===== src/design/sfsw_pkg.sv =====
// Purpose: constants for the secondary fault status word block
// Assumes: 16-bit register data, word-indexed register port
// Notes: config, event and mask registers sit beside the status word
package sfsw_pkg;

    // ------------------------------------------------------------
    // register port
    // ------------------------------------------------------------
    localparam int ADDR_W = 4;
    localparam int DATA_W = 16;
    localparam logic [3:0] ADDR_STATUS = 4'h0; // live status word, read only
    localparam logic [3:0] ADDR_CONFIG = 4'h1; // monitor enables and disables
    localparam logic [3:0] ADDR_EVENT = 4'h2; // sticky events, write one to clear
    localparam logic [3:0] ADDR_MASK = 4'h3; // interrupt mask, 1 = pass

    // ------------------------------------------------------------
    // status word bit positions
    // ------------------------------------------------------------
    localparam int ST_GATE_LEVEL = 15;
    localparam int ST_GATE_MISMATCH = 14;
    localparam int ST_INT_REG = 13;
    localparam int ST_INT_RAIL = 12;
    localparam int ST_MILLER = 11;
    localparam int ST_NEG_OVER = 10;
    localparam int ST_NEG_UNDER = 9;
    localparam int ST_POS_OVER = 8;
    localparam int ST_POS_UNDER = 7;
    localparam int ST_COLL_CLAMP = 6;
    localparam int ST_OVERTEMP = 5;
    localparam int ST_RESERVED = 4;
    localparam int ST_ILIMIT = 3;
    localparam int ST_SHORT = 2;
    localparam int ST_OVERCUR = 1;
    localparam int ST_DESAT = 0;

    // ------------------------------------------------------------
    // config word layout
    // ------------------------------------------------------------
    localparam int CF_NEG_EN = 0;
    localparam int CF_POS_OV_DIS = 1;
    localparam int CF_POS_UV_DIS = 2;
    localparam int CF_CLAMP_EN = 3;
    localparam int CF_TEMP_EN = 4; // three bits, inputs one, three, five
    localparam int CF_CUR_EN = 8; // three bits, inputs two, four, six
    localparam logic [15:0] CFG_WMASK = 16'h070f;

    // ------------------------------------------------------------
    // synchronised pin vector layout
    // ------------------------------------------------------------
    localparam int PIN_SRC = 0;
    localparam int PIN_SINK = 1;
    localparam int PIN_CLAMP = 2;
    localparam int PIN_NOV = 3;
    localparam int PIN_NUV = 4;
    localparam int PIN_POV = 5;
    localparam int PIN_PUV = 6;
    localparam int PIN_STO = 7;
    localparam int PIN_TEMP = 8;
    localparam int PIN_SC = 11;
    localparam int PIN_OC = 14;
    localparam int PIN_ILIM = 17;
    localparam int PIN_RAIL = 18;
    localparam int PIN_REG = 19;
    localparam int NPIN = 20;

    // ------------------------------------------------------------
    // reset values and counts
    // ------------------------------------------------------------
    localparam logic [15:0] STATUS_RST = 16'h0000;
    localparam logic [15:0] CONFIG_RST = 16'h0000;
    localparam logic [15:0] EVENT_RST = 16'h0000;
    localparam logic [15:0] MASK_RST = 16'h0000;
    localparam logic [15:0] EVENT_BITS = 16'h77ef; // fault bits only, no state bits
    localparam logic [2:0] GM_SETTLE_CYC = 3'h4; // cycles the gate may lag a new level

endpackage


===== src/design/sfsw_status.sv =====
// Purpose: secondary side fault status word with config, events and interrupt
// Assumes: comparator inputs are asynchronous; drive_high_i is on clk_i
// Notes: the status word is live, sticky copies live in the event register
//
// Contract
// - bit 15 shows the sensed gate level, 0 low, 1 high
// - gate sensed on sink while driving high, on source while driving low
// - bit 14 set when sensed gate level differs from expected level, once the settle count reaches GM_SETTLE_CYC
// - bit 12 flags internal rail over/under voltage, bit 13 regulator fault
// - bit 11 is 1 while the miller clamp is engaged
// - bits 10 and 9 rise only while negative monitor enable is 1
// - bit 10 set when negative supply lies below its over threshold
// - bit 9 set when negative supply lies above its under threshold
// - bit 8 positive overvoltage, only while its disable bit is 0
// - bit 7 positive undervoltage, only while its disable bit is 0
// - bit 6 clamp soft turn-off, only while clamp enable is 1
// - bit 5 stays 0: CFG_WMASK clears the temperature enables on every config write, so no temperature input is ever enabled
// - bit 4 reserved, always reads zero
// - bit 3 set while the regulator current limit is active
// - bit 2 set when any enabled current input exceeds short threshold
// - bit 1 set when any enabled current input exceeds overcurrent threshold
// - bit 0 set when the desaturation sense exceeds its threshold
`timescale 1ns/1ns
module sfsw_status
    import sfsw_pkg::*;
(
    input wire logic clk_i, // 125 MHz clock
    input wire logic rst_n_i, // async reset, active low
    input wire logic drive_high_i, // expected driver output level
    input wire logic source_level_i, // source output sensed high
    input wire logic sink_level_i, // sink output sensed high
    input wire logic clamp_below_i, // source output below clamp threshold
    input wire logic neg_over_cmp_i, // negative supply below over threshold
    input wire logic neg_under_cmp_i, // negative supply above under threshold
    input wire logic pos_over_cmp_i, // positive supply above over threshold
    input wire logic pos_under_cmp_i, // positive supply below under threshold
    input wire logic clamp_sto_i, // collector clamp started soft turn-off
    input wire logic [2:0] temp_hot_i, // temperature inputs one, three, five hot
    input wire logic [2:0] short_cmp_i, // current inputs over short threshold
    input wire logic [2:0] overcur_cmp_i, // current inputs over overcurrent threshold
    input wire logic reg_ilimit_i, // regulator current limit active
    input wire logic rail_fault_i, // internal rail over or under voltage
    input wire logic reg_fault_i, // internal regulator fault
    input wire logic desat_cmp_i, // desaturation sense over threshold
    input wire logic [ADDR_W-1:0] addr_i, // register index
    input wire logic [DATA_W-1:0] wdata_i, // write data
    input wire logic wr_i, // write strobe
    input wire logic rd_i, // read strobe
    output logic [DATA_W-1:0] rdata_o, // read data, cycle after strobe
    output logic [DATA_W-1:0] status_o, // live status word
    output logic irq_o // level interrupt
);

    // ------------------------------------------------------------
    // declarations
    // ------------------------------------------------------------
    logic [NPIN-1:0] pin_raw;
    logic [NPIN-1:0] sync1_q, sync1_d;
    logic [NPIN-1:0] sync2_q, sync2_d;
    logic drv_q, drv_d;
    logic [2:0] gm_cnt_q, gm_cnt_d;
    logic gate_seen;
    logic gm_settled;
    logic [DATA_W-1:0] status_q, status_d;
    logic [DATA_W-1:0] config_q, config_d;
    logic [DATA_W-1:0] event_q, event_d;
    logic [DATA_W-1:0] mask_q, mask_d;
    logic [DATA_W-1:0] rdata_q, rdata_d;
    logic irq_q, irq_d;
    logic [DATA_W-1:0] rise;
    logic [DATA_W-1:0] clr;
    logic desat_s1_q, desat_s2_q;

    // pin gathering into one vector
    assign pin_raw = {reg_fault_i, rail_fault_i, reg_ilimit_i, overcur_cmp_i,
                      short_cmp_i, temp_hot_i, clamp_sto_i, pos_under_cmp_i,
                      pos_over_cmp_i, neg_under_cmp_i, neg_over_cmp_i,
                      clamp_below_i, sink_level_i, source_level_i};

    // ------------------------------------------------------------
    // input synchroniser
    // ------------------------------------------------------------
    // two stages; only the second stage feeds logic
    always_comb begin
        sync1_d = pin_raw;
        sync2_d = sync1_q;
    end

    always_ff @(posedge clk_i or negedge rst_n_i) begin
        if (!rst_n_i) begin
            sync1_q <= '0;
            sync2_q <= '0;
        end else begin
            sync1_q <= sync1_d;
            sync2_q <= sync2_d;
        end
    end

    // ------------------------------------------------------------
    // gate monitor
    // ------------------------------------------------------------
    // sense the output that is not driving, so a stuck gate shows up
    assign gate_seen = drive_high_i ? sync2_q[PIN_SINK] : sync2_q[PIN_SRC];
    assign gm_settled = (gm_cnt_q == GM_SETTLE_CYC);

    // settle counter hides mismatch from the cycle after a drive change while the gate and synchroniser catch up
    always_comb begin
        drv_d = drive_high_i;
        if (drive_high_i != drv_q) begin
            gm_cnt_d = 3'h0;
        end else if (gm_settled) begin
            gm_cnt_d = gm_cnt_q;
        end else begin
            gm_cnt_d = gm_cnt_q + 3'h1;
        end
    end

    always_ff @(posedge clk_i or negedge rst_n_i) begin
        if (!rst_n_i) begin
            drv_q <= 1'b0;
            gm_cnt_q <= 3'h0;
        end else begin
            drv_q <= drv_d;
            gm_cnt_q <= gm_cnt_d;
        end
    end

    // ------------------------------------------------------------
    // status word
    // ------------------------------------------------------------
    // every bit is recomputed each cycle; the bus never writes it
    always_comb begin
        status_d = STATUS_RST;
        status_d[ST_GATE_LEVEL] = gate_seen;
        status_d[ST_GATE_MISMATCH] = gm_settled && (gate_seen != drive_high_i);
        status_d[ST_INT_REG] = sync2_q[PIN_REG];
        status_d[ST_INT_RAIL] = sync2_q[PIN_RAIL];
        status_d[ST_MILLER] = sync2_q[PIN_CLAMP];
        status_d[ST_NEG_OVER] = config_q[CF_NEG_EN] && sync2_q[PIN_NOV];
        status_d[ST_NEG_UNDER] = config_q[CF_NEG_EN] && sync2_q[PIN_NUV];
        status_d[ST_POS_OVER] = !config_q[CF_POS_OV_DIS] && sync2_q[PIN_POV];
        status_d[ST_POS_UNDER] = !config_q[CF_POS_UV_DIS] && sync2_q[PIN_PUV];
        status_d[ST_COLL_CLAMP] = config_q[CF_CLAMP_EN] && sync2_q[PIN_STO];
        status_d[ST_OVERTEMP] = |(sync2_q[PIN_TEMP +: 3] & config_q[CF_TEMP_EN +: 3]);
        status_d[ST_RESERVED] = 1'b0;
        status_d[ST_ILIMIT] = sync2_q[PIN_ILIM];
        status_d[ST_SHORT] = |(sync2_q[PIN_SC +: 3] & config_q[CF_CUR_EN +: 3]);
        status_d[ST_OVERCUR] = |(sync2_q[PIN_OC +: 3] & config_q[CF_CUR_EN +: 3]);
        status_d[ST_DESAT] = desat_s2_q;
    end

    // desaturation comparator sits outside the pin vector, so it has its own pair
    always_ff @(posedge clk_i or negedge rst_n_i) begin
        if (!rst_n_i) begin
            desat_s1_q <= 1'b0;
            desat_s2_q <= 1'b0;
        end else begin
            desat_s1_q <= desat_cmp_i;
            desat_s2_q <= desat_s1_q;
        end
    end

    always_ff @(posedge clk_i or negedge rst_n_i) begin
        if (!rst_n_i) begin
            status_q <= STATUS_RST;
        end else begin
            status_q <= status_d;
        end
    end

    // ------------------------------------------------------------
    // config, event, mask and interrupt
    // ------------------------------------------------------------
    // a fault bit going high is an event; a new event beats a clear
    always_comb begin
        rise = status_d & ~status_q & EVENT_BITS;
        clr = '0;
        config_d = config_q;
        mask_d = mask_q;
        if (wr_i) begin
            case (addr_i)
                ADDR_CONFIG: config_d = wdata_i & CFG_WMASK;
                ADDR_EVENT: clr = wdata_i;
                ADDR_MASK: mask_d = wdata_i & EVENT_BITS;
                default: clr = '0; // status word and unmapped: no effect
            endcase
        end
        event_d = (event_q & ~clr) | rise;
        irq_d = |(event_d & mask_d);
    end

    always_ff @(posedge clk_i or negedge rst_n_i) begin
        if (!rst_n_i) begin
            config_q <= CONFIG_RST;
            event_q <= EVENT_RST;
            mask_q <= MASK_RST;
            irq_q <= 1'b0;
        end else begin
            config_q <= config_d;
            event_q <= event_d;
            mask_q <= mask_d;
            irq_q <= irq_d;
        end
    end

    // ------------------------------------------------------------
    // read port
    // ------------------------------------------------------------
    // data stand for one cycle after the read strobe, zero otherwise
    always_comb begin
        rdata_d = '0;
        if (rd_i) begin
            case (addr_i)
                ADDR_STATUS: rdata_d = status_q;
                ADDR_CONFIG: rdata_d = config_q;
                ADDR_EVENT: rdata_d = event_q;
                ADDR_MASK: rdata_d = mask_q;
                default: rdata_d = '0;
            endcase
        end
    end

    always_ff @(posedge clk_i or negedge rst_n_i) begin
        if (!rst_n_i) begin
            rdata_q <= '0;
        end else begin
            rdata_q <= rdata_d;
        end
    end

    assign rdata_o = rdata_q;
    assign status_o = status_q;
    assign irq_o = irq_q;
endmodule

===== config.mk =====
export PLATFORM = sky130hd
export DESIGN_NAME = sfsw_status
export DESIGN_NICKNAME = d
export VERILOG_FILES = /design/src/design/sfsw_pkg.sv /design/src/design/sfsw_status.sv
export SDC_FILE = /design/constraint.sdc
export NUM_CORES = 1
export LEC_CHECK = 0
export BUFFER_PORTS_ARGS = -buffer_cell sky130_fd_sc_hd__buf_2
export CAP_MARGIN = 20
export CORE_MARGIN = 3
export CORE_UTILIZATION = 25
export CTS_BUF_LIST = sky130_fd_sc_hd__clkbuf_8
export DETAILED_ROUTE_END_ITERATION = 10
export PLACE_DENSITY = 0.56
export SETUP_SLACK_MARGIN = 0.05
export SLEW_MARGIN = 20
export SYNTH_ARGS = -nofsm -noshare
export SYNTH_HDL_FRONTEND = slang
export SYNTH_SLANG_ARGS = --single-unit

===== constraint.sdc =====
create_clock -name clk_i -period 1.7 [get_ports clk_i]
set_input_delay 0.085 -clock clk_i [delete_from_list [all_inputs] [get_ports clk_i]]
set_output_delay 0.085 -clock clk_i [all_outputs]
set_load 0.02 [all_outputs]

## Word-level counts from Yosys, hierarchy flattened

Index checks and enable logic that the tools add are counted.

| storage, ports and cells | value |
|---|---|
| input port bits | 46 |
| register bits | 116 |
| output and inout bits | 33 |
| logic and storage cells | 50 |

| cells by class | value |
|---|---|
| reductions and logical operators | 13 |
| $add $sub $neg | 1 |
| equal/unequal tests | 7 |
| muxes and demuxes | 9 |
| bitwise gates (word level) | 8 |

Operator list:

| operator | number |
|---|---|
| 16-bit 2-to-1 mux | 5 |
| 16-bit case mux with 4 select lines | 1 |
| 16-bit AND | 2 |
| 16-bit NOT | 1 |
| 16-bit by 15-bit bitwise OR with 16-bit output | 1 |
| 16-bit OR reduction | 1 |
| 15-bit AND | 1 |
| 15-bit NOT | 1 |
| 4-bit by 2-bit == test with 1-bit output (second input constant) | 2 |
| 3-bit AND | 2 |
| 1-bit logical AND | 6 |
| 3-bit 2-to-1 mux | 2 |
| 3-bit OR reduction | 2 |
| 4-bit by 1-bit == test with 1-bit output (second input constant) | 1 |
| 4-bit zero test | 1 |
| 3-bit by 1-bit adder with 3-bit output (second input constant) | 1 |
| 3-bit == test (second input constant) | 1 |
| 1-bit zero test | 2 |
| 1-bit inequality test | 2 |
| 2-bit by 1-bit inequality test with 1-bit output (second input constant) | 1 |
| 2-bit AND reduction | 1 |
| 1-bit 2-to-1 mux | 1 |

## Logic depth before layout (Yosys ltp)

| logic depth | value |
|---|---|
| depth in word-level cells | 8 |
| gate-level depth with buffers | 7 |
| mapped depth without buffers | 7 |

## Least setup slack after synthesis

No wires, ideal clock.

| timing path | value |
|---|---|
| path kind | register to register |
| start point | reg gm_cnt_q[0] |
| end point | reg irq_q (netlist: irq_o) |
| path slack | 36 ps |
| data arrival time | 1593 ps |
| buffers on the path | 0 |
| required time | 1629 ps |
| cell stages (with the launch flop) | 8 |
| cell sequence | dfrtp_1 -> inv_1 -> ha_1 -> nand2_1 -> or4_2 -> a22oi_1 -> a2111oi_1 -> nand4_1 |

| on the way | value |
|---|---|
| longest elaborated chain between the ends | 6 |

RTL lines:

| element | RTL line | source |
|---|---|---|
| from (decl) | sfsw_status.sv:61 | `logic [2:0] gm_cnt_q, gm_cnt_d;` |
| from (signal assigned) | sfsw_status.sv:124 | `gm_cnt_q <= gm_cnt_d;` |
| 3-bit == test | sfsw_status.sv:104 | `assign gm_settled = (gm_cnt_q == GM_SETTLE_CYC);` |
| 1-bit logical AND | sfsw_status.sv:135 | `status_d[ST_GATE_MISMATCH] = gm_settled && (gate_seen != drive_high_i);` |
| 15-bit AND | sfsw_status.sv:176 | `rise = status_d & ~status_q & EVENT_BITS;` |
| 16-bit by 15-bit bitwise OR with 16-bit output | sfsw_status.sv:188 | `event_d = (event_q & ~clr) \| rise;` |
| 16-bit AND | sfsw_status.sv:189 | `irq_d = \|(event_d & mask_d);` |
| 16-bit OR reduction | sfsw_status.sv:189 |  |
| via irq_d | sfsw_status.sv:69 | `logic irq_q, irq_d;` |
| to (signal assigned) | sfsw_status.sv:202 | `irq_q <= irq_d;` |
| to (decl) | sfsw_status.sv:69 |  |

The timed path passes the listed nets, and every way through them passes these cells.
A chain may end at the register's enable or synchronous reset.

## Final worst setup path

| timing path | value |
|---|---|
| start point | reg config_q[9] |
| end point | reg irq_q (netlist: irq_o) |

| on the way | value |
|---|---|
| longest elaborated chain between the ends | 6 |
| elaborated cells between the ends (all ways) | 8 |
| classes of those cells | 5 x bitwise; 3 x reduce/logical |

RTL lines:

| element | RTL line | source |
|---|---|---|
| from (decl) | sfsw_status.sv:65 | `logic [DATA_W-1:0] config_q, config_d;` |
| from (signal assigned) | sfsw_status.sv:199 | `config_q <= config_d;` |
| 3-bit AND, on equally long branches | sfsw_status.sv:148, sfsw_status.sv:147 |  |
| 3-bit OR reduction, on equally long branches | sfsw_status.sv:148, sfsw_status.sv:147 |  |
| 15-bit AND (*) | sfsw_status.sv:176 |  |
| 16-bit by 15-bit bitwise OR with 16-bit output (*) | sfsw_status.sv:188 |  |
| 16-bit AND (*) | sfsw_status.sv:189 |  |
| 16-bit OR reduction (*) | sfsw_status.sv:189 |  |
| via irq_d | sfsw_status.sv:69 |  |

Mark *: on every way through the listed nets, which the timed path passes. The rest lies on a longest branch.

==> impl_metrics.ini <==
[synth]
synth_edf_count = 0
ys_ff_latch = 110
ys_warn_count = 0
synth-compound-area-share_pct = 11.94
synthFlopType = dfrtp_1
synth-seq-area-share_pct = 68.56
muxShareOfSynthArea_pct = 3.926
synth.distinct_cells = 41
syn_inst = 311
synth_top_family_by_area = compound AO/OA/AOI/OAI gates
synthAdderAreaFrac_pct = 0.6232
syn_area_per_cell_sq_um = 12.91
synth_simple_gate_area_share_pct = 10.78
syn_area_sq_um = 4015
async_reset_ff_share_pct = 100.0
synth-xor-area-share_pct = 0.4363

[timing]
min_period_ns = 1.699
finalHoldViolCount = 0
maxSlewViolCount = 0
min_period_over_period_pct = 99.97
clock_skew_ns = 0.008617
rsz0062_at_grt = true
tns_ns = 0
whs_ns = 0.03134
finalSetupViolCount = 0
fmax_ghz = 0.5884

[clock_tree]
cts_root_buf = clkbuf_8
cts_buffer_depth = 2
cts_tree = done
clock-sinks = 110
clk_latency_ns = 0.37
cts_max_level = 3
cts_buffers = 9
clk_pin_slew_ns = 0.10

[worst_setup_path]
reg2reg_depth = 7
path_max_fanout = 3
critical_path_class = reg2reg
reg2reg_slack_ns = 0.0006
r2r-end = irq_o
arrival_ns = 1.94
reg2reg_from = config_q[9]
required_ns = 1.94
crit_path_start_kind = flip-flop
end_kind = flip-flop

[route]
ant_nets = 0
drcViolationCount = 0
wl_um = 10180
drt_iter0_drc = 278
firstDrtPassIters = 6
drt-wirelength-per-cell_um = 15.36
vias = 2949
viasPerCell = 4.448

[power_and_ir_drop]
finalPower_mw = 5.518
p_per_area_nw_per_um2 = 1021
p_int_mw = 4.071
clkPwrFrac_pct = 28.4
p_sw_mw = 1.447
p_seq_share_pct = 54.8
combPwrFrac_pct = 16.8
switching_share_pct = 26.22
ir_drop_mv = 0.6093
p_leak_nw = 2.551

[global_route]
grt_usage_pct = 11.92
antenna_found_initial = 0
grt_max_degree = 45
grt_pass1_vias = 3107
grt_first_pass_wirelength_um = 16420
grt_overflow = 0

[run]
maxCapViolations = 0

[die]
ios = 79
die_area_sq_um = 17620
die_x_um = 132.7
start_util_pct = 25.93
die_y_um = 132.7
core_area_sq_um = 15480
floorplan.rows = 45

[layout]
final_cell_mix = 110 x dfrtp_1, 72 x buf_2, 39 x nand2_1, 32 x dlygate4sd3_1, 29 x buf_4
fin_area_sq_um = 5406
fin_nets = 495
fin_util_pct = 34.92
final_common_cell = dfrtp_1
n_antenna_cell = 0
areaGrowthSynthToFinish_pct = 34.65
drive_gt1_share_pct = 33.85

[placed_design]
dpl-instance-area_sq_um = 4847
numPortBuffers = 73
dp_hpwl_um = 7426
place.gp.congestion = 0.8761

[hold_path]
hold_end = config_q[10]
min_from = wdata_i[10]
hold_path_class = in2reg
min_path_cells = 2

[outcome]
outcome = complete, no violations
## flip-flops by register name, summed over array words and instances, names as in the netlist, 3 cells and up
signal    count
config_q      7
mask_q       16
status_o     14
gm_cnt_q      3
sync2_q      17
rdata_o      16
event_q      16
sync1_q      17
## layer usage
metal / wire length [um] / part of all wire, % / track usage, %
met5: 0 / 0 / 0
met4: 223 / 2.2 / 4.503
met3: 640 / 6.3 / 3.194
met2: 4818 / 47 / 18.72
met1: 4499 / 44 / 15.84
## worst max-delay path, stage by stage (launching register included)
cell and delay, ns:
dfrtp_1 0.42, buf_4 0.14, a222oi_1 0.30, buf_4 0.17, or2_4 0.12, a22oi_2 0.07
a2111oi_2 0.22, nand4_1 0.13
## layout make-up
| type | count | area (sq um) |
|---|---|---|
| sequential | 110 | 2753 |
| timing repair buffer | 137 | 969.7 |
| fill | 1541 | 10080 |
| tap | 211 | 264.0 |
| clock buffer | 11 | 151.4 |
| multi-input combinational | 173 | 1160 |
| inverter | 16 | 60.06 |
| clock inverter | 5 | 48.80 |
## repair_timing
item / CTS / global route
pin swaps: 1 / 3
cloned: 0 / 0
hold buffers: 31 / 1
hold endpoints to repair: 63 / 1
resized for setup: 4 / 2
setup buffers: 0 / 2
setup endpoints to repair: 1 / 1
## cell families after synthesis
kind of cell	count (synthesis)
AO/OA/AOI/OAI	66
XOR/XNOR	2
adder cells (fa/ha/maj)	2
buffers and inverters	29
flip-flops	110
multiplexers	14
other	1
AND/OR/NAND/NOR	87
## per-stage QoR
stage          setup slack [ns]  instances
3_3_place_gp            -0.1303        613
4_1_cts                -0.03348        660
2_1_floorplan            0.1443        312
5_1_grt                 -0.1238        663
3_5_place_dp            -0.1858        613
6_report              0.0005682        663
## cells in the mapped netlist (3+ instances only)
| cell type | n | area [sq um] |
|---|---|---|
| o21ai_0 | 15 | 75.07 |
| nand2_1 | 40 | 150.1 |
| clkbuf_1 | 5 | 18.77 |
| inv_1 | 16 | 60.06 |
| and2_1 | 3 | 18.77 |
| nor2_1 | 14 | 52.55 |
| mux2_2 | 14 | 157.7 |
| buf_4 | 5 | 37.54 |
| o21ai_1 | 7 | 35.03 |
| a22oi_1 | 9 | 67.56 |
| nand3_1 | 10 | 50.05 |
| dfrtp_1 | 110 | 2753 |
| nand2b_1 | 4 | 25.02 |
| a222oi_1 | 17 | 170.2 |
| a21oi_1 | 8 | 40.04 |
## how the worst max path moves through the flow
stage / cells after the start / endpoint / start
global placement: 7 / irq_o / addr_i[0]
finish: 7 / irq_o / config_q[9]
global route: 7 / irq_o / config_q[9]
floorplan: 6 / irq_o / addr_i[0]
detailed placement: 7 / irq_o / addr_i[0]
CTS: 6 / irq_o / config_q[8]
## power by group through the flow
stage / logic [mW] / registers (mW) / clock network (mW)
6_report: 0.926 / 3.03 / 1.57
5_1_grt: 1.03 / 3.06 / 1.73
4_1_cts: 0.917 / 3.03 / 1.63
3_5_place_dp: 0.837 / 3.08 / 0
3_3_place_gp: 0.814 / 3.06 / 0
2_1_floorplan: 0.397 / 3.09 / 0
Note: power is estimated with default switching activity, not from simulation.
